`config.mk`:
```
export PLATFORM = sky130hd
export DESIGN_NAME = clp_ctrl
export DESIGN_NICKNAME = d
export VERILOG_FILES = /design/src/logic/clp_pkg.sv /design/src/logic/clp_ctrl.sv /design/src/logic/clp_switch.sv /design/src/logic/clp_sync.sv
export VERILOG_INCLUDE_DIRS = /design/src /design/src/logic
export SDC_FILE = /design/constraint.sdc
export NUM_CORES = 1
export LEC_CHECK = 0
export BUFFER_PORTS_ARGS = -buffer_cell sky130_fd_sc_hd__buf_2
export CAP_MARGIN = 20
export CELL_PAD_IN_SITES_DETAIL_PLACEMENT = 1
export CELL_PAD_IN_SITES_GLOBAL_PLACEMENT = 1
export CORE_ASPECT_RATIO = 1.75
export CORE_UTILIZATION = 35
export DETAILED_ROUTE_END_ITERATION = 6
export PLACE_DENSITY_LB_ADDON = 0.1
export SLEW_MARGIN = 10
export SYNTH_ARGS = -nofsm -noshare
export SYNTH_HDL_FRONTEND = slang
export SYNTH_HIERARCHICAL = 1
export SYNTH_SLANG_ARGS = --single-unit
```
`constraint.sdc`:
```
create_clock -name ref_clk -period 6 [get_ports ref_clk]
set_clock_uncertainty 0.2 [all_clocks]
set_input_delay 0.9 -clock ref_clk [delete_from_list [all_inputs] [get_ports ref_clk]]
set_output_delay 0.9 -clock ref_clk [all_outputs]
set_load 0.05 [all_outputs]
```
`src/logic/clp_map.svh`:
```
`ifndef CLP_MAP_SVH
`define CLP_MAP_SVH
// Register byte offsets (APB, one word each)
`define CLP_OFF_CTRL 12'h000
`define CLP_OFF_GATE 12'h004
`define CLP_OFF_STATUS 12'h008
`define CLP_OFF_IRQ_STAT 12'h00c
`define CLP_OFF_IRQ_MASK 12'h010
`define CLP_OFF_LP_CMD 12'h014
`define CLP_OFF_AWU_PERIOD 12'h018
// Control register fields
`define CLP_CTRL_SRC 1:0
`define CLP_CTRL_PSC 6:4
`define CLP_CTRL_MON_EN 8
`define CLP_CTRL_CCO_SEL 10:9
`define CLP_CTRL_CCO_EN 11
`define CLP_CTRL_AWU_SEL 12
// Gate register fields, a one stops that clock
`define CLP_GATE_CORE 0
`define CLP_GATE_MEM 1
`define CLP_GATE_PERIPH 9:2
// Interrupt status bits
`define CLP_IRQ_FAIL 0
`define CLP_IRQ_SWITCH 1
`define CLP_IRQ_AWU 2
`define CLP_NIRQ 3
`define CLP_NPER 8
// Low-power command codes
`define CLP_CMD_WAIT 3'h1
`define CLP_CMD_AHALT_FAST 3'h2
`define CLP_CMD_AHALT_SLOW 3'h3
`define CLP_CMD_HALT 3'h4
// Reset values: fast RC divided by eight
`define CLP_PSC_RST 3'h3
`define CLP_AWU_PERIOD_RST 16'h00ff
// Clock output half periods in fast RC ticks: 8, 4, 1 MHz
`define CLP_CCO_HALF_8M 3'h0
`define CLP_CCO_HALF_4M 3'h1
`define CLP_CCO_HALF_1M 3'h7
// Timing
`define CLP_CLK_PERIOD_NS 10
`define CLP_FAIL_NS 2000
`define CLP_FAIL_CYC ((`CLP_FAIL_NS + `CLP_CLK_PERIOD_NS - 1) / `CLP_CLK_PERIOD_NS)
`define CLP_REG_WAKE_NS 5000
`define CLP_REG_WAKE_CYC ((`CLP_REG_WAKE_NS + `CLP_CLK_PERIOD_NS - 1) / `CLP_CLK_PERIOD_NS)
`endif

```
`src/logic/clp_pkg.sv`:
```
`include "clp_map.svh"
package clp_pkg;
	// Master clock sources, index into the source tick vectors
	typedef enum logic [1:0] {
		clp_src_fast_rc = 2'h0,
		clp_src_slow_rc = 2'h1,
		clp_src_ext_osc = 2'h2,
		clp_src_ext_user = 2'h3
	} clp_src_t;
	// Source switch sequencer
	typedef enum logic [2:0] {
		clp_sw_idle = 3'b001,
		clp_sw_wait_old = 3'b010,
		clp_sw_wait_new = 3'b100
	} clp_sw_state_t;
	// Low-power mode sequencer
	typedef enum logic [5:0] {
		clp_lp_run = 6'b000001,
		clp_lp_wait = 6'b000010,
		clp_lp_ahalt_fast = 6'b000100,
		clp_lp_ahalt_slow = 6'b001000,
		clp_lp_halt = 6'b010000,
		clp_lp_wake = 6'b100000
	} clp_lp_state_t;
	// Distributed clock enables
	typedef struct packed {
		logic core;
		logic mem;
		logic [`CLP_NPER-1:0] periph;
	} clp_gate_t;
endpackage

```
`src/logic/clp_ctrl.sv`:
```
`timescale 1ns/1ps
`include "clp_map.svh"
module clp_ctrl #(
	parameter int FAIL_CYC = `CLP_FAIL_CYC, // Ticks missing before failure
	parameter int WAKE_CYC = `CLP_REG_WAKE_CYC // Regulator start-up cycles
) (
	input wire logic ref_clk, // 100 MHz system clock
	input wire logic reset_n, // Async reset, active low
	input wire logic psel, // APB select
	input wire logic penable, // APB enable
	input wire logic pwrite, // APB direction
	input wire logic [11:0] paddr, // APB byte address
	input wire logic [31:0] pwdata, // APB write data
	output logic [31:0] prdata, // APB read data
	output logic pready, // APB ready
	output logic pslverr, // APB error on unmapped address
	input wire logic [3:0] src_clk_pin, // Source clocks, indexed by clp_src_t
	input wire logic [3:0] src_ready_pin, // Oscillator ready flags
	input wire logic awu_ext_clk_pin, // External auto-wakeup clock
	input wire logic ext_irq_pin, // External interrupt level
	input wire logic int_irq, // Internal interrupt, same clock
	output clp_pkg::clp_gate_t gate, // Clock enables to core, memory, peripherals
	output logic master_clk_en, // Undivided master clock tick
	output logic regulator_on, // Main regulator enable
	output logic clock_output_pin, // Configurable clock output
	output logic irq // Level interrupt
);
	localparam logic [2:0] PSC_MAX = 3'h7; // Largest shift, divide by 128

	logic [3:0] src_tick; // Source tick pulses
	logic [3:0] src_ready; // Source ready levels
	logic [1:0] pin_level; // {awu clock, ext irq} levels
	logic [1:0] pin_rise; // {awu clock, ext irq} edges
	clp_pkg::clp_src_t src_req; // Requested source
	clp_pkg::clp_src_t active; // Active source
	logic master_tick; // Master clock tick
	logic sw_busy; // Switch in progress
	logic sw_done; // Switch completed
	logic [2:0] psc; // Prescaler shift
	logic mon_en; // Failure monitor enable
	logic [1:0] cco_sel; // Clock output rate
	logic cco_en; // Clock output enable
	logic awu_sel; // Auto-wakeup clock select
	logic [9:0] gate_off; // Per-unit clock stop bits
	logic [`CLP_NIRQ-1:0] irq_stat; // Sticky events
	logic [`CLP_NIRQ-1:0] irq_mask; // Interrupt mask
	logic [15:0] awu_period; // Auto-wakeup compare value
	logic [15:0] awu_cnt; // Auto-wakeup counter
	logic [7:0] psc_cnt; // Prescaler counter
	logic [31:0] fail_cnt; // Cycles since last external tick
	logic [31:0] wake_cnt; // Regulator start-up counter
	logic [2:0] cco_cnt; // Clock output counter
	clp_pkg::clp_lp_state_t lp; // Low-power state
	logic access; // APB access phase, first cycle
	logic wr_en; // Register write strobe
	logic ext_active; // External source drives master clock
	logic fail_evt; // External clock failure detected
	logic sys_tick; // Prescaled clock tick
	logic awu_tick; // Auto-wakeup clock tick
	logic awu_evt; // Auto-wakeup interval reached
	logic lp_enter; // Low-power command written
	logic [2:0] cco_half; // Clock output half period
	logic [7:0] psc_mask; // Prescaler terminal count

	// Known register offsets, shared by read and write paths
	function automatic logic addr_known(input logic [11:0] a);
		addr_known = (a == `CLP_OFF_CTRL) || (a == `CLP_OFF_GATE) || (a == `CLP_OFF_STATUS) ||
			(a == `CLP_OFF_IRQ_STAT) || (a == `CLP_OFF_IRQ_MASK) || (a == `CLP_OFF_LP_CMD) ||
			(a == `CLP_OFF_AWU_PERIOD);
	endfunction

	// Every pin from another clock domain crosses two flops before use; int_irq and the APB inputs are used directly
	clp_sync #(.W(4)) u_tick_sync (
		.ref_clk(ref_clk),
		.reset_n(reset_n),
		.async_in(src_clk_pin),
		.level(),
		.rise(src_tick)
	);
	clp_sync #(.W(4)) u_ready_sync (
		.ref_clk(ref_clk),
		.reset_n(reset_n),
		.async_in(src_ready_pin),
		.level(src_ready),
		.rise()
	);
	clp_sync #(.W(2)) u_pin_sync (
		.ref_clk(ref_clk),
		.reset_n(reset_n),
		.async_in({awu_ext_clk_pin, ext_irq_pin}),
		.level(pin_level),
		.rise(pin_rise)
	);

	// Glitch-free source switch
	clp_switch u_switch (
		.ref_clk(ref_clk),
		.reset_n(reset_n),
		.src_tick(src_tick),
		.src_ready(src_ready),
		.src_req(src_req),
		.force_fast(fail_evt),
		.active(active),
		.master_tick(master_tick),
		.busy(sw_busy),
		.done(sw_done)
	);

	// Second access cycle carries the answer, so pready is a flop
	assign access = psel && penable && !pready;
	assign wr_en = access && pwrite && addr_known(paddr);
	assign lp_enter = wr_en && (paddr == `CLP_OFF_LP_CMD) && (lp == clp_pkg::clp_lp_run);

	// APB answer
	always_ff @(posedge ref_clk or negedge reset_n)
	begin
		if (!reset_n)
		begin
			pready <= 1'b0;
			pslverr <= 1'b0;
			prdata <= 32'h0;
		end
		else
		begin
			pready <= access;
			pslverr <= access && !addr_known(paddr);
			prdata <= 32'h0;
			if (access && !pwrite)
			begin
				unique case (paddr)
					`CLP_OFF_CTRL: prdata <= {19'h0, awu_sel, cco_en, cco_sel, mon_en, 1'b0, psc, 2'h0, src_req};
					`CLP_OFF_GATE: prdata <= {22'h0, gate_off};
					`CLP_OFF_STATUS: prdata <= {19'h0, lp, src_ready, sw_busy, active};
					`CLP_OFF_IRQ_STAT: prdata <= {29'h0, irq_stat};
					`CLP_OFF_IRQ_MASK: prdata <= {29'h0, irq_mask};
					`CLP_OFF_AWU_PERIOD: prdata <= {16'h0, awu_period};
					default: prdata <= 32'h0;
				endcase
			end
		end
	end

	// Control registers; a failure overrides a write in the same cycle
	always_ff @(posedge ref_clk or negedge reset_n)
	begin
		if (!reset_n)
		begin
			src_req <= clp_pkg::clp_src_fast_rc;
			psc <= `CLP_PSC_RST;
			mon_en <= 1'b0;
			cco_sel <= 2'h0;
			cco_en <= 1'b0;
			awu_sel <= 1'b0;
		end
		else if (fail_evt)
		begin
			// Request parked on fast RC until software writes again
			src_req <= clp_pkg::clp_src_fast_rc;
			psc <= `CLP_PSC_RST;
		end
		else if (wr_en && paddr == `CLP_OFF_CTRL)
		begin
			src_req <= clp_pkg::clp_src_t'(pwdata[`CLP_CTRL_SRC]);
			psc <= pwdata[`CLP_CTRL_PSC];
			mon_en <= pwdata[`CLP_CTRL_MON_EN];
			cco_sel <= pwdata[`CLP_CTRL_CCO_SEL];
			cco_en <= pwdata[`CLP_CTRL_CCO_EN];
			awu_sel <= pwdata[`CLP_CTRL_AWU_SEL];
		end
	end

	// Gate, mask and wakeup period registers
	always_ff @(posedge ref_clk or negedge reset_n)
	begin
		if (!reset_n)
		begin
			gate_off <= 10'h0;
			irq_mask <= '0;
			awu_period <= `CLP_AWU_PERIOD_RST;
		end
		else if (wr_en)
		begin
			if (paddr == `CLP_OFF_GATE)
				gate_off <= pwdata[9:0];
			if (paddr == `CLP_OFF_IRQ_MASK)
				irq_mask <= pwdata[`CLP_NIRQ-1:0];
			if (paddr == `CLP_OFF_AWU_PERIOD)
				awu_period <= pwdata[15:0];
		end
	end

	// Sticky events, write one to clear; a new event beats the clear
	always_ff @(posedge ref_clk or negedge reset_n)
	begin
		if (!reset_n)
		begin
			irq_stat <= '0;
			irq <= 1'b0;
		end
		else
		begin
			if (wr_en && paddr == `CLP_OFF_IRQ_STAT)
				irq_stat <= (irq_stat & ~pwdata[`CLP_NIRQ-1:0]) | {awu_evt, sw_done, fail_evt};
			else
				irq_stat <= irq_stat | {awu_evt, sw_done, fail_evt};
			irq <= |(irq_stat & irq_mask);
		end
	end

	// Failure monitor watches ticks of the active external source
	assign ext_active = (active == clp_pkg::clp_src_ext_osc) || (active == clp_pkg::clp_src_ext_user);
	assign fail_evt = mon_en && ext_active && !sw_busy && (fail_cnt == 32'(FAIL_CYC));

	always_ff @(posedge ref_clk or negedge reset_n)
	begin
		if (!reset_n)
			fail_cnt <= 32'h0;
		else if (!ext_active || src_tick[active] || fail_evt)
			fail_cnt <= 32'h0;
		else if (fail_cnt != 32'(FAIL_CYC))
			fail_cnt <= fail_cnt + 32'h1;
	end

	// Prescaler: divide master ticks by two to the psc
	assign psc_mask = 8'(8'h1 << psc) - 8'h1;
	assign sys_tick = master_tick && (psc_cnt == psc_mask);

	always_ff @(posedge ref_clk or negedge reset_n)
	begin
		if (!reset_n)
			psc_cnt <= 8'h0;
		else if (psc_cnt > psc_mask)
			psc_cnt <= 8'h0; // Ratio lowered on the fly
		else if (master_tick)
			psc_cnt <= sys_tick ? 8'h0 : psc_cnt + 8'h1;
	end

	// Low-power sequencer
	always_ff @(posedge ref_clk or negedge reset_n)
	begin
		if (!reset_n)
			lp <= clp_pkg::clp_lp_run;
		else
		begin
			unique case (lp)
				clp_pkg::clp_lp_run:
				begin
					if (lp_enter)
					begin
						unique case (pwdata[2:0])
							`CLP_CMD_WAIT: lp <= clp_pkg::clp_lp_wait;
							`CLP_CMD_AHALT_FAST: lp <= clp_pkg::clp_lp_ahalt_fast;
							`CLP_CMD_AHALT_SLOW: lp <= clp_pkg::clp_lp_ahalt_slow;
							`CLP_CMD_HALT: lp <= clp_pkg::clp_lp_halt;
							default: lp <= clp_pkg::clp_lp_run;
						endcase
					end
				end
				clp_pkg::clp_lp_wait:
					if (int_irq || pin_level[0])
						lp <= clp_pkg::clp_lp_run;
				clp_pkg::clp_lp_ahalt_fast:
					if (awu_evt || pin_level[0])
						lp <= clp_pkg::clp_lp_run;
				clp_pkg::clp_lp_ahalt_slow:
					if (awu_evt || pin_level[0])
						lp <= clp_pkg::clp_lp_wake;
				clp_pkg::clp_lp_halt:
					if (pin_level[0])
						lp <= clp_pkg::clp_lp_wake;
				clp_pkg::clp_lp_wake:
					if (wake_cnt == 32'(WAKE_CYC))
						lp <= clp_pkg::clp_lp_run;
				default:
					lp <= clp_pkg::clp_lp_run;
			endcase
		end
	end

	// Regulator start-up delay, the price of slow active-halt and halt
	always_ff @(posedge ref_clk or negedge reset_n)
	begin
		if (!reset_n)
		begin
			wake_cnt <= 32'h0;
			regulator_on <= 1'b1;
		end
		else
		begin
			wake_cnt <= (lp == clp_pkg::clp_lp_wake) ? wake_cnt + 32'h1 : 32'h0;
			regulator_on <= !(lp == clp_pkg::clp_lp_ahalt_slow || lp == clp_pkg::clp_lp_halt);
		end
	end

	// Auto-wakeup counter runs only in active-halt
	assign awu_tick = awu_sel ? pin_rise[1] : src_tick[clp_pkg::clp_src_slow_rc];
	assign awu_evt = awu_tick && (awu_cnt == awu_period) &&
		(lp == clp_pkg::clp_lp_ahalt_fast || lp == clp_pkg::clp_lp_ahalt_slow);

	always_ff @(posedge ref_clk or negedge reset_n)
	begin
		if (!reset_n)
			awu_cnt <= 16'h0;
		else if (!(lp == clp_pkg::clp_lp_ahalt_fast || lp == clp_pkg::clp_lp_ahalt_slow) || awu_evt)
			awu_cnt <= 16'h0;
		else if (awu_tick)
			awu_cnt <= awu_cnt + 16'h1;
	end

	// Clock enables; wait keeps peripherals, halt modes stop all gate bits while master_clk_en keeps running
	always_ff @(posedge ref_clk or negedge reset_n)
	begin
		if (!reset_n)
		begin
			gate <= '0;
			master_clk_en <= 1'b0;
		end
		else
		begin
			master_clk_en <= master_tick;
			gate.core <= sys_tick && (lp == clp_pkg::clp_lp_run) && !gate_off[`CLP_GATE_CORE];
			gate.mem <= sys_tick && (lp == clp_pkg::clp_lp_run || lp == clp_pkg::clp_lp_wait) &&
				!gate_off[`CLP_GATE_MEM];
			gate.periph <= {`CLP_NPER{sys_tick && (lp == clp_pkg::clp_lp_run || lp == clp_pkg::clp_lp_wait)}} &
				~gate_off[`CLP_GATE_PERIPH];
		end
	end

	// Clock output derived from fast RC ticks
	always_comb
	begin
		unique case (cco_sel)
			2'h0: cco_half = `CLP_CCO_HALF_8M;
			2'h1: cco_half = `CLP_CCO_HALF_4M;
			default: cco_half = `CLP_CCO_HALF_1M;
		endcase
	end

	always_ff @(posedge ref_clk or negedge reset_n)
	begin
		if (!reset_n)
		begin
			cco_cnt <= 3'h0;
			clock_output_pin <= 1'b0;
		end
		else if (!cco_en)
		begin
			cco_cnt <= 3'h0;
			clock_output_pin <= 1'b0;
		end
		else if (src_tick[clp_pkg::clp_src_fast_rc])
		begin
			if (cco_cnt >= cco_half)
			begin
				cco_cnt <= 3'h0;
				clock_output_pin <= !clock_output_pin;
			end
			else
				cco_cnt <= cco_cnt + 3'h1;
		end
	end
endmodule // clp_ctrl

```
`src/logic/clp_switch.sv`:
```
`timescale 1ns/1ps
module clp_switch (
	input wire logic ref_clk, // System clock
	input wire logic reset_n, // Async reset, active low
	input wire logic [3:0] src_tick, // Synchronised source ticks
	input wire logic [3:0] src_ready, // Synchronised oscillator ready
	input wire clp_pkg::clp_src_t src_req, // Requested source
	input wire logic force_fast, // Failure fallback pulse
	output clp_pkg::clp_src_t active, // Source now driving master clock
	output logic master_tick, // Master clock tick
	output logic busy, // Switch in progress
	output logic done // Pulse when a switch completes
);
	clp_pkg::clp_sw_state_t state; // Sequencer state
	clp_pkg::clp_src_t target; // Source being switched to

	// Sequencer: finish old phase, then align to a full new phase
	always_ff @(posedge ref_clk or negedge reset_n)
	begin
		if (!reset_n)
		begin
			state <= clp_pkg::clp_sw_idle;
			target <= clp_pkg::clp_src_fast_rc;
			active <= clp_pkg::clp_src_fast_rc;
			done <= 1'b0;
		end
		else
		begin
			done <= 1'b0;
			unique case (state)
				clp_pkg::clp_sw_idle:
				begin
					// Dead source has no phase left to finish
					if (force_fast)
					begin
						target <= clp_pkg::clp_src_fast_rc;
						state <= clp_pkg::clp_sw_wait_new;
					end
					else if (src_req != active && src_ready[src_req])
					begin
						target <= src_req;
						state <= clp_pkg::clp_sw_wait_old;
					end
				end
				clp_pkg::clp_sw_wait_old:
				begin
					// Old source keeps running until its phase ends
					if (force_fast)
					begin
						target <= clp_pkg::clp_src_fast_rc;
						state <= clp_pkg::clp_sw_wait_new;
					end
					else if (src_tick[active])
						state <= clp_pkg::clp_sw_wait_new;
				end
				clp_pkg::clp_sw_wait_new:
				begin
					// First new tick is swallowed so no phase is short
					if (src_tick[target] && src_ready[target])
					begin
						active <= target;
						done <= 1'b1;
						state <= clp_pkg::clp_sw_idle;
					end
				end
			endcase
		end
	end

	// Ticks gated off while waiting for the new source
	assign master_tick = (state != clp_pkg::clp_sw_wait_new) && src_tick[active];
	assign busy = (state != clp_pkg::clp_sw_idle);
endmodule // clp_switch

```
`src/logic/clp_sync.sv`:
```
`timescale 1ns/1ps
module clp_sync #(
	parameter int W = 1
) (
	input wire logic ref_clk, // System clock
	input wire logic reset_n, // Async reset, active low
	input wire logic [W-1:0] async_in, // Pins from another domain
	output logic [W-1:0] level, // Synchronised level
	output logic [W-1:0] rise // One-cycle pulse on rising edge
);
	logic [W-1:0] meta; // First stage, read only by second
	logic [W-1:0] stage2; // Second stage
	logic [W-1:0] stage3; // Edge history

	// Two-flop synchroniser plus history for edge detection
	always_ff @(posedge ref_clk or negedge reset_n)
	begin
		if (!reset_n)
		begin
			meta <= '0;
			stage2 <= '0;
			stage3 <= '0;
		end
		else
		begin
			meta <= async_in;
			stage2 <= meta;
			stage3 <= stage2;
		end
	end

	assign level = stage2;
	assign rise = stage2 & ~stage3;
endmodule // clp_sync

```
==> results of run 1 <==
## registers in the layout, indices dropped and copies added, names as in the netlist, 6 cells and up
signal and flops:
awu_cnt 16, awu_period 16, fail_cnt 32, gate 10, gate_off 10, lp 6, prdata 16, psc_cnt 8
wake_cnt 32
## power by group
part,total (mW),internal [mW],switching [mW],leakage (nW)
logic,0.411,0.137,0.274,2.02
clock network,1.55,0.972,0.578,0.409
registers,1.49,1.43,0.0585,2.73
total,3.45,2.54,0.910,5.16
## how the worst min path moves through the flow
stage | endpoint | from | cells past startpoint | slack (ns)
after CTS | u_ready_sync/level[2] | u_ready_sync/meta[2] | 0 | 0.15
after floorplan | u_pin_sync/level[0] | u_pin_sync/meta[0] | 0 | 0.13
after global routing | u_ready_sync/level[3] | u_ready_sync/meta[3] | 0 | 0.15
after global placement | u_tick_sync/level[2] | u_tick_sync/meta[2] | 0 | 0.13
final | u_ready_sync/level[2] | u_ready_sync/meta[2] | 0 | 0.15
after detailed placement | u_ready_sync/level[2] | u_ready_sync/meta[2] | 0 | 0.14
## cell type report
type	count	share of cell area
diodes	1	0.000217
inverters	35	0.0114
multi-input cells	684	0.392
flip-flops and latches	204	0.445
clock inverters	7	0.0120
well taps	373	0.0405
clock buffers	34	0.0605
repair buffers	81	0.0385
## through the flow
step | power, mW | area [um^2] | util | cells | setup slack, ns
detailed placement | 1.93 | 10700 | 0.382 | 1377 | 2.32
finish | 3.45 | 11500 | 0.412 | 1419 | 2.88
global placement | 1.92 | 10700 | 0.382 | 1377 | 2.36
floorplan | 1.79 | 10000 | - | 971 | 3.14
global route | 3.60 | 11500 | 0.412 | 1418 | 2.58
CTS | 3.51 | 11500 | 0.412 | 1418 | 2.83
## cell usage in the layout (no fill, tap or decap), types with 29 or more instances in the layout
cell type / n
nor2_1: 137
mux2_2: 33
nand2_1: 50
xor2_1: 51
nand3_1: 40
inv_1: 35
buf_2: 74
xnor2_1: 40
nor3_1: 29
dfrtp_1: 191
## worst register-to-register path, cell delays in order, from the launching register on
cell       delay [ns]
dfrtp_1          0.40
inv_1            0.10
ha_1             0.21
nor4b_1          0.27
nand4_1          0.16
nor3_2           0.45
and4b_1          0.72
inv_1            0.15
nand3_1          0.11
a2bb2oi_1        0.17
nand2_1          0.07
## routing by layer
layer	track usage	share of wire	vias to the layer above
met5	0	0	-
met4	0.0791	0.035	0
met3	0.0247	0.028	48
met2	0.348	0.54	107
met1	0.220	0.40	3664
li1	-	-	3425
==> flow_summary.yaml, run 1 <==
clock_tree:
  cts_num_sinks: 204
  worstSkewPairLatency_ns: 0.53
  path_clk_slew_ns: 0.06
  cts_tree: "done"
  h-tree-depth: 1
  post_cts_resized: 0
  root_buffer: "clkbuf_16"
  post_cts_buffers: 0
  cts_buffers: 23
  cts_hold_repair.buffers: 0
  cts.path.max_buffers: 3
setup_path:
  crit_type: "reg -> reg"
  critPathMaxStageDelay_ns: 0.71
  r2r_cells: 10
  path_common_cell: "inv_1"
  r2r_setup_slack_ns: 2.88
  arrival_ns: 3.32
  crit_family: "simple AND/OR/NAND/NOR gates"
  cp-endpoint: "u_switch/target[0]"
  path_max_fanout: 13
  slowest_stage: "and4b_1"
  r2r_end: "u_switch/target[0]"
  cp.depth: 10
  worstSetupStartpoint: "fail_cnt[0]"
  cp_num_buf_inv: 2
  r2r-start: "fail_cnt[0]"
  critPathCaptureType: "flop"
  path_cells: "inv_1 -> ha_1 -> nor4b_1 -> nand4_1 -> nor3_2 -> and4b_1 -> inv_1 -> nand3_1 -> a2bb2oi_1 -> nand2_1"
  required_ns: 6.20
  start_kind: "flop"
pwr:
  cellPowerDensity_mw_per_mm2: 299
  max-vdd-ir-drop_mv: 0.196
  power.leakage_nw: 5.16
grt:
  grt_pass1_vias: 7799
  overflow: 0
  grt_pass1_wl_mm: 42.6
  antenna_found_initial: 1
  track_usage: 0.191
  grt_max_degree: 112
die:
  ioPinCount: 108
  die_w_um: 130
  fp.dieH_um: 225
  die_area_mm2: 0.0292
  core_area_mm2: 0.0280
  initial_utilization: 0.357
  rows: 81
outcome:
  outcome: "complete, no violations"
route:
  routed_wl_mm: 26.4
  drtIter0Drc: 222
  wl_per_cell_um: 18.6
  vias: 7244
  ant_nets: 0
  via_per_inst: 5.11
  drcViolationCount: 0
  first_pass_iters: 6
layout:
  syn_to_final_growth_pct: 15.3
  ff_latch_area_mm2: 0.00512
  multi_input_area_mm2: 0.00452
  nets: 1107
  nFillCells: 3207
  drive_gt1_frac: 0.188
sta:
  whs_ns: 0.146
  fmax_mhz: 320
  hold_viol_final: 0
  min_period_ns: 3.12
  rsz0062_at_grt: "false"
  finalCritPeriodShare: 0.520
  setup_viol: 0
  slew_headroom: 0.350
  worstMarginPinSlew_ns: 0.974
  fin_tns_setup_ns: 0
  slew_violations: 0
logic_synthesis:
  syn_area_mm2: 0.00999
  yosys_warnings: 6
  syn_area_per_cell_um2: 10.4
  synth_cells: 956
placement:
  dp_hpwl_mm: 18.7
  portBuffers: 75
  gp_congestion: 0.767
flow_run:
  max_cap_viol_count: 0
min_path:
  min_path_type: "reg -> reg"
No activity file was read; power rests on OpenSTA's default activity.
==> run 2, diff against run 1 <==
- ABC_AREA: unset -> 1
- clock period: 6 -> 2.9 ns (I/O delays scaled with it)
==> flow_summary.yaml, run 2 <==
route:
  via_per_inst: 4.98
  vias: 9581
  wl_per_cell_um: 17.1
  first_pass_iters: 4
  routed_wl_mm: 32.9
  drtIter0Drc: 277
  drcViolationCount: 0
  ant_nets: 0
placement:
  gp_congestion: 0.826
  portBuffers: 75
  dp_worst_setup_slack_ns: 0.361
  dp_hpwl_mm: 25.4
flow_run:
  max_cap_viol_count: 0
pwr:
  p_comb_frac: 0.115
  sw_frac_of_total: 0.271
  power.leakage_nw: 6.05
  cellPowerDensity_mw_per_mm2: 530
  pwr-share-clk: 0.441
  seqPwrFrac: 0.444
  p_total_mw: 6.79
  power.switching_mw: 1.84
  max-vdd-ir-drop_mv: 0.452
  power.internal_mw: 4.95
setup_path:
  r2r_setup_slack_ns: 0.35
  r2r_cells: 11
  crit_type: "reg -> reg"
  crit_family: "simple AND/OR/NAND/NOR gates"
  start_kind: "flop"
  path_max_fanout: 7
  path_cells: "nand3_1 -> ha_1 -> nand2_1 -> a21oi_1 -> nor3b_1 -> nand2_1 -> nand2_1 -> inv_1 -> nor2_1 -> nand2_1 -> o31ai_1"
  cp_num_buf_inv: 1
  critPathCaptureType: "flop"
  required_ns: 3.13
  arrival_ns: 2.78
  slowest_stage: "dfstp_2"
  r2r-start: "psc[1]"
  worstSetupStartpoint: "psc[1]"
  r2r_end: "psc_cnt[3]"
  critPathMaxStageDelay_ns: 0.59
  path_common_cell: "nand2_1"
layout:
  syn_to_final_growth_pct: 17.9
  final_common_cell: "nand2_1"
  top_regs: "fail_cnt: 32 flops, wake_cnt: 32 flops"
  nets: 1593
  drive_gt1_frac: 0.155
  mostFrequentLayoutCells: "nand2_1, dfrtp_1, inv_1, nor2_1, nand3_1"
clock_tree:
  worstSkewPairLatency_ns: 0.53
  cts_num_sinks: 204
  path_clk_slew_ns: 0.07
  cts.path.max_buffers: 3
  post_cts_resized: 0
  root_buffer: "clkbuf_16"
  cts_tree: "done"
  cts_buffers: 23
  h-tree-depth: 1
logic_synthesis:
  syn_area_mm2: 0.0109
  synth_cells: 1383
  syn_area_per_cell_um2: 7.86
  yosys_warnings: 6
die:
  ioPinCount: 108
  die_w_um: 135
  fp.dieH_um: 235
  core_area_mm2: 0.0306
  rows: 85
  die_area_mm2: 0.0318
  initial_utilization: 0.355
grt:
  track_usage: 0.215
  antenna_found_initial: 3
  overflow: 0
  grt_max_degree: 73
  grt_pass1_wl_mm: 53.5
  grt_pass1_vias: 10446
min_path:
  worstHoldEndpoint: "awu_period[0]"
  min_path_type: "in -> reg"
  hold_path_depth: 3
  min_from: "pwdata[0]"
sta:
  hold_viol_final: 0
  finalCritPeriodShare: 0.879
  slew_headroom: 0.572
  setup_viol: 0
  min_period_ns: 2.55
  fin_tns_setup_ns: 0
  worstMarginPinSlew_ns: 0.637
  fmax_mhz: 392
  fin_ws_ns: 0.352
  rsz0062_at_grt: "false"
  whs_ns: 0.0281
  slew_violations: 0
outcome:
  outcome: "complete, no violations"
run 2: cell types whose count changed in the layout (fill, tap and decap cells not counted), moves of 25 or more:
cell	delta
xor2_1	-34
mux2_2	-33
dlygate4sd3_1	+25
a21oi_1	+49
nand3_1	+50
inv_1	+143
nand2_1	+249
o21ai_0	+43
nor3_1	+37
xnor2_1	-35
run 2: stage by stage:
step	cells	instance area, um^2	utilization
after CTS	1923	12800	0.418
after global routing	1923	12800	0.418
after detailed placement	1856	11800	0.385
final	1924	12800	0.418
after global placement	1856	11800	0.385
after floorplan	1398	10900	-
run 2: metal layers:
| metal | track usage | up-vias | part of all wire |
|---|---|---|---|
| li1 | - | 4711 | - |
| met1 | 0.224 | 4687 | 0.38 |
| met5 | 0 | - | 0.00058 |
| met3 | 0.0271 | 62 | 0.028 |
| met4 | 0.0875 | 4 | 0.037 |
| met2 | 0.420 | 117 | 0.56 |
run 2: layout make-up:
type / instances / area [um^2]
repair buffers: 123 / 833
flip-flops and latches: 204 / 5120
well taps: 391 / 489
multi-input cells: 965 / 4850
diodes: 1 / 2.50
inverters: 198 / 746
clock buffers: 32 / 659
fillers: 3786 / 17800
clock inverters: 10 / 106
run 2: power groups by stage:
stage	combinational [mW]	sequential (mW)	clock, mW
4_1_cts	0.797	3.01	3.09
3_5_place_dp	0.764	3.07	0
5_1_grt	0.892	3.02	3.21
6_report	0.782	3.01	2.99
3_3_place_gp	0.743	3.06	0
2_1_floorplan	0.496	3.06	0
run 2: what timing repair did:
action / CTS / global route
setup endpoints to repair: 0 / 0
endpoints found under the hold margin: 135 / 0
hold buffers: 25 / 0
buffers inserted: 0 / 0
run 2: how the worst max path moves through the flow:
| stage | depth (start not counted) | endpoint |
|---|---|---|
| after floorplan | 10 | psc_cnt[0] |
| after global placement | 11 | psc_cnt[3] |
| after detailed placement | 10 | psc_cnt[0] |
| after CTS | 10 | psc_cnt[0] |
| after global routing | 11 | psc_cnt[3] |
| final | 11 | psc_cnt[3] |
run 2: tightest hold or removal path: stages:
cell and delay (ns):
buf_2 0.17, nand2_1 0.08, o21ai_0 0.07
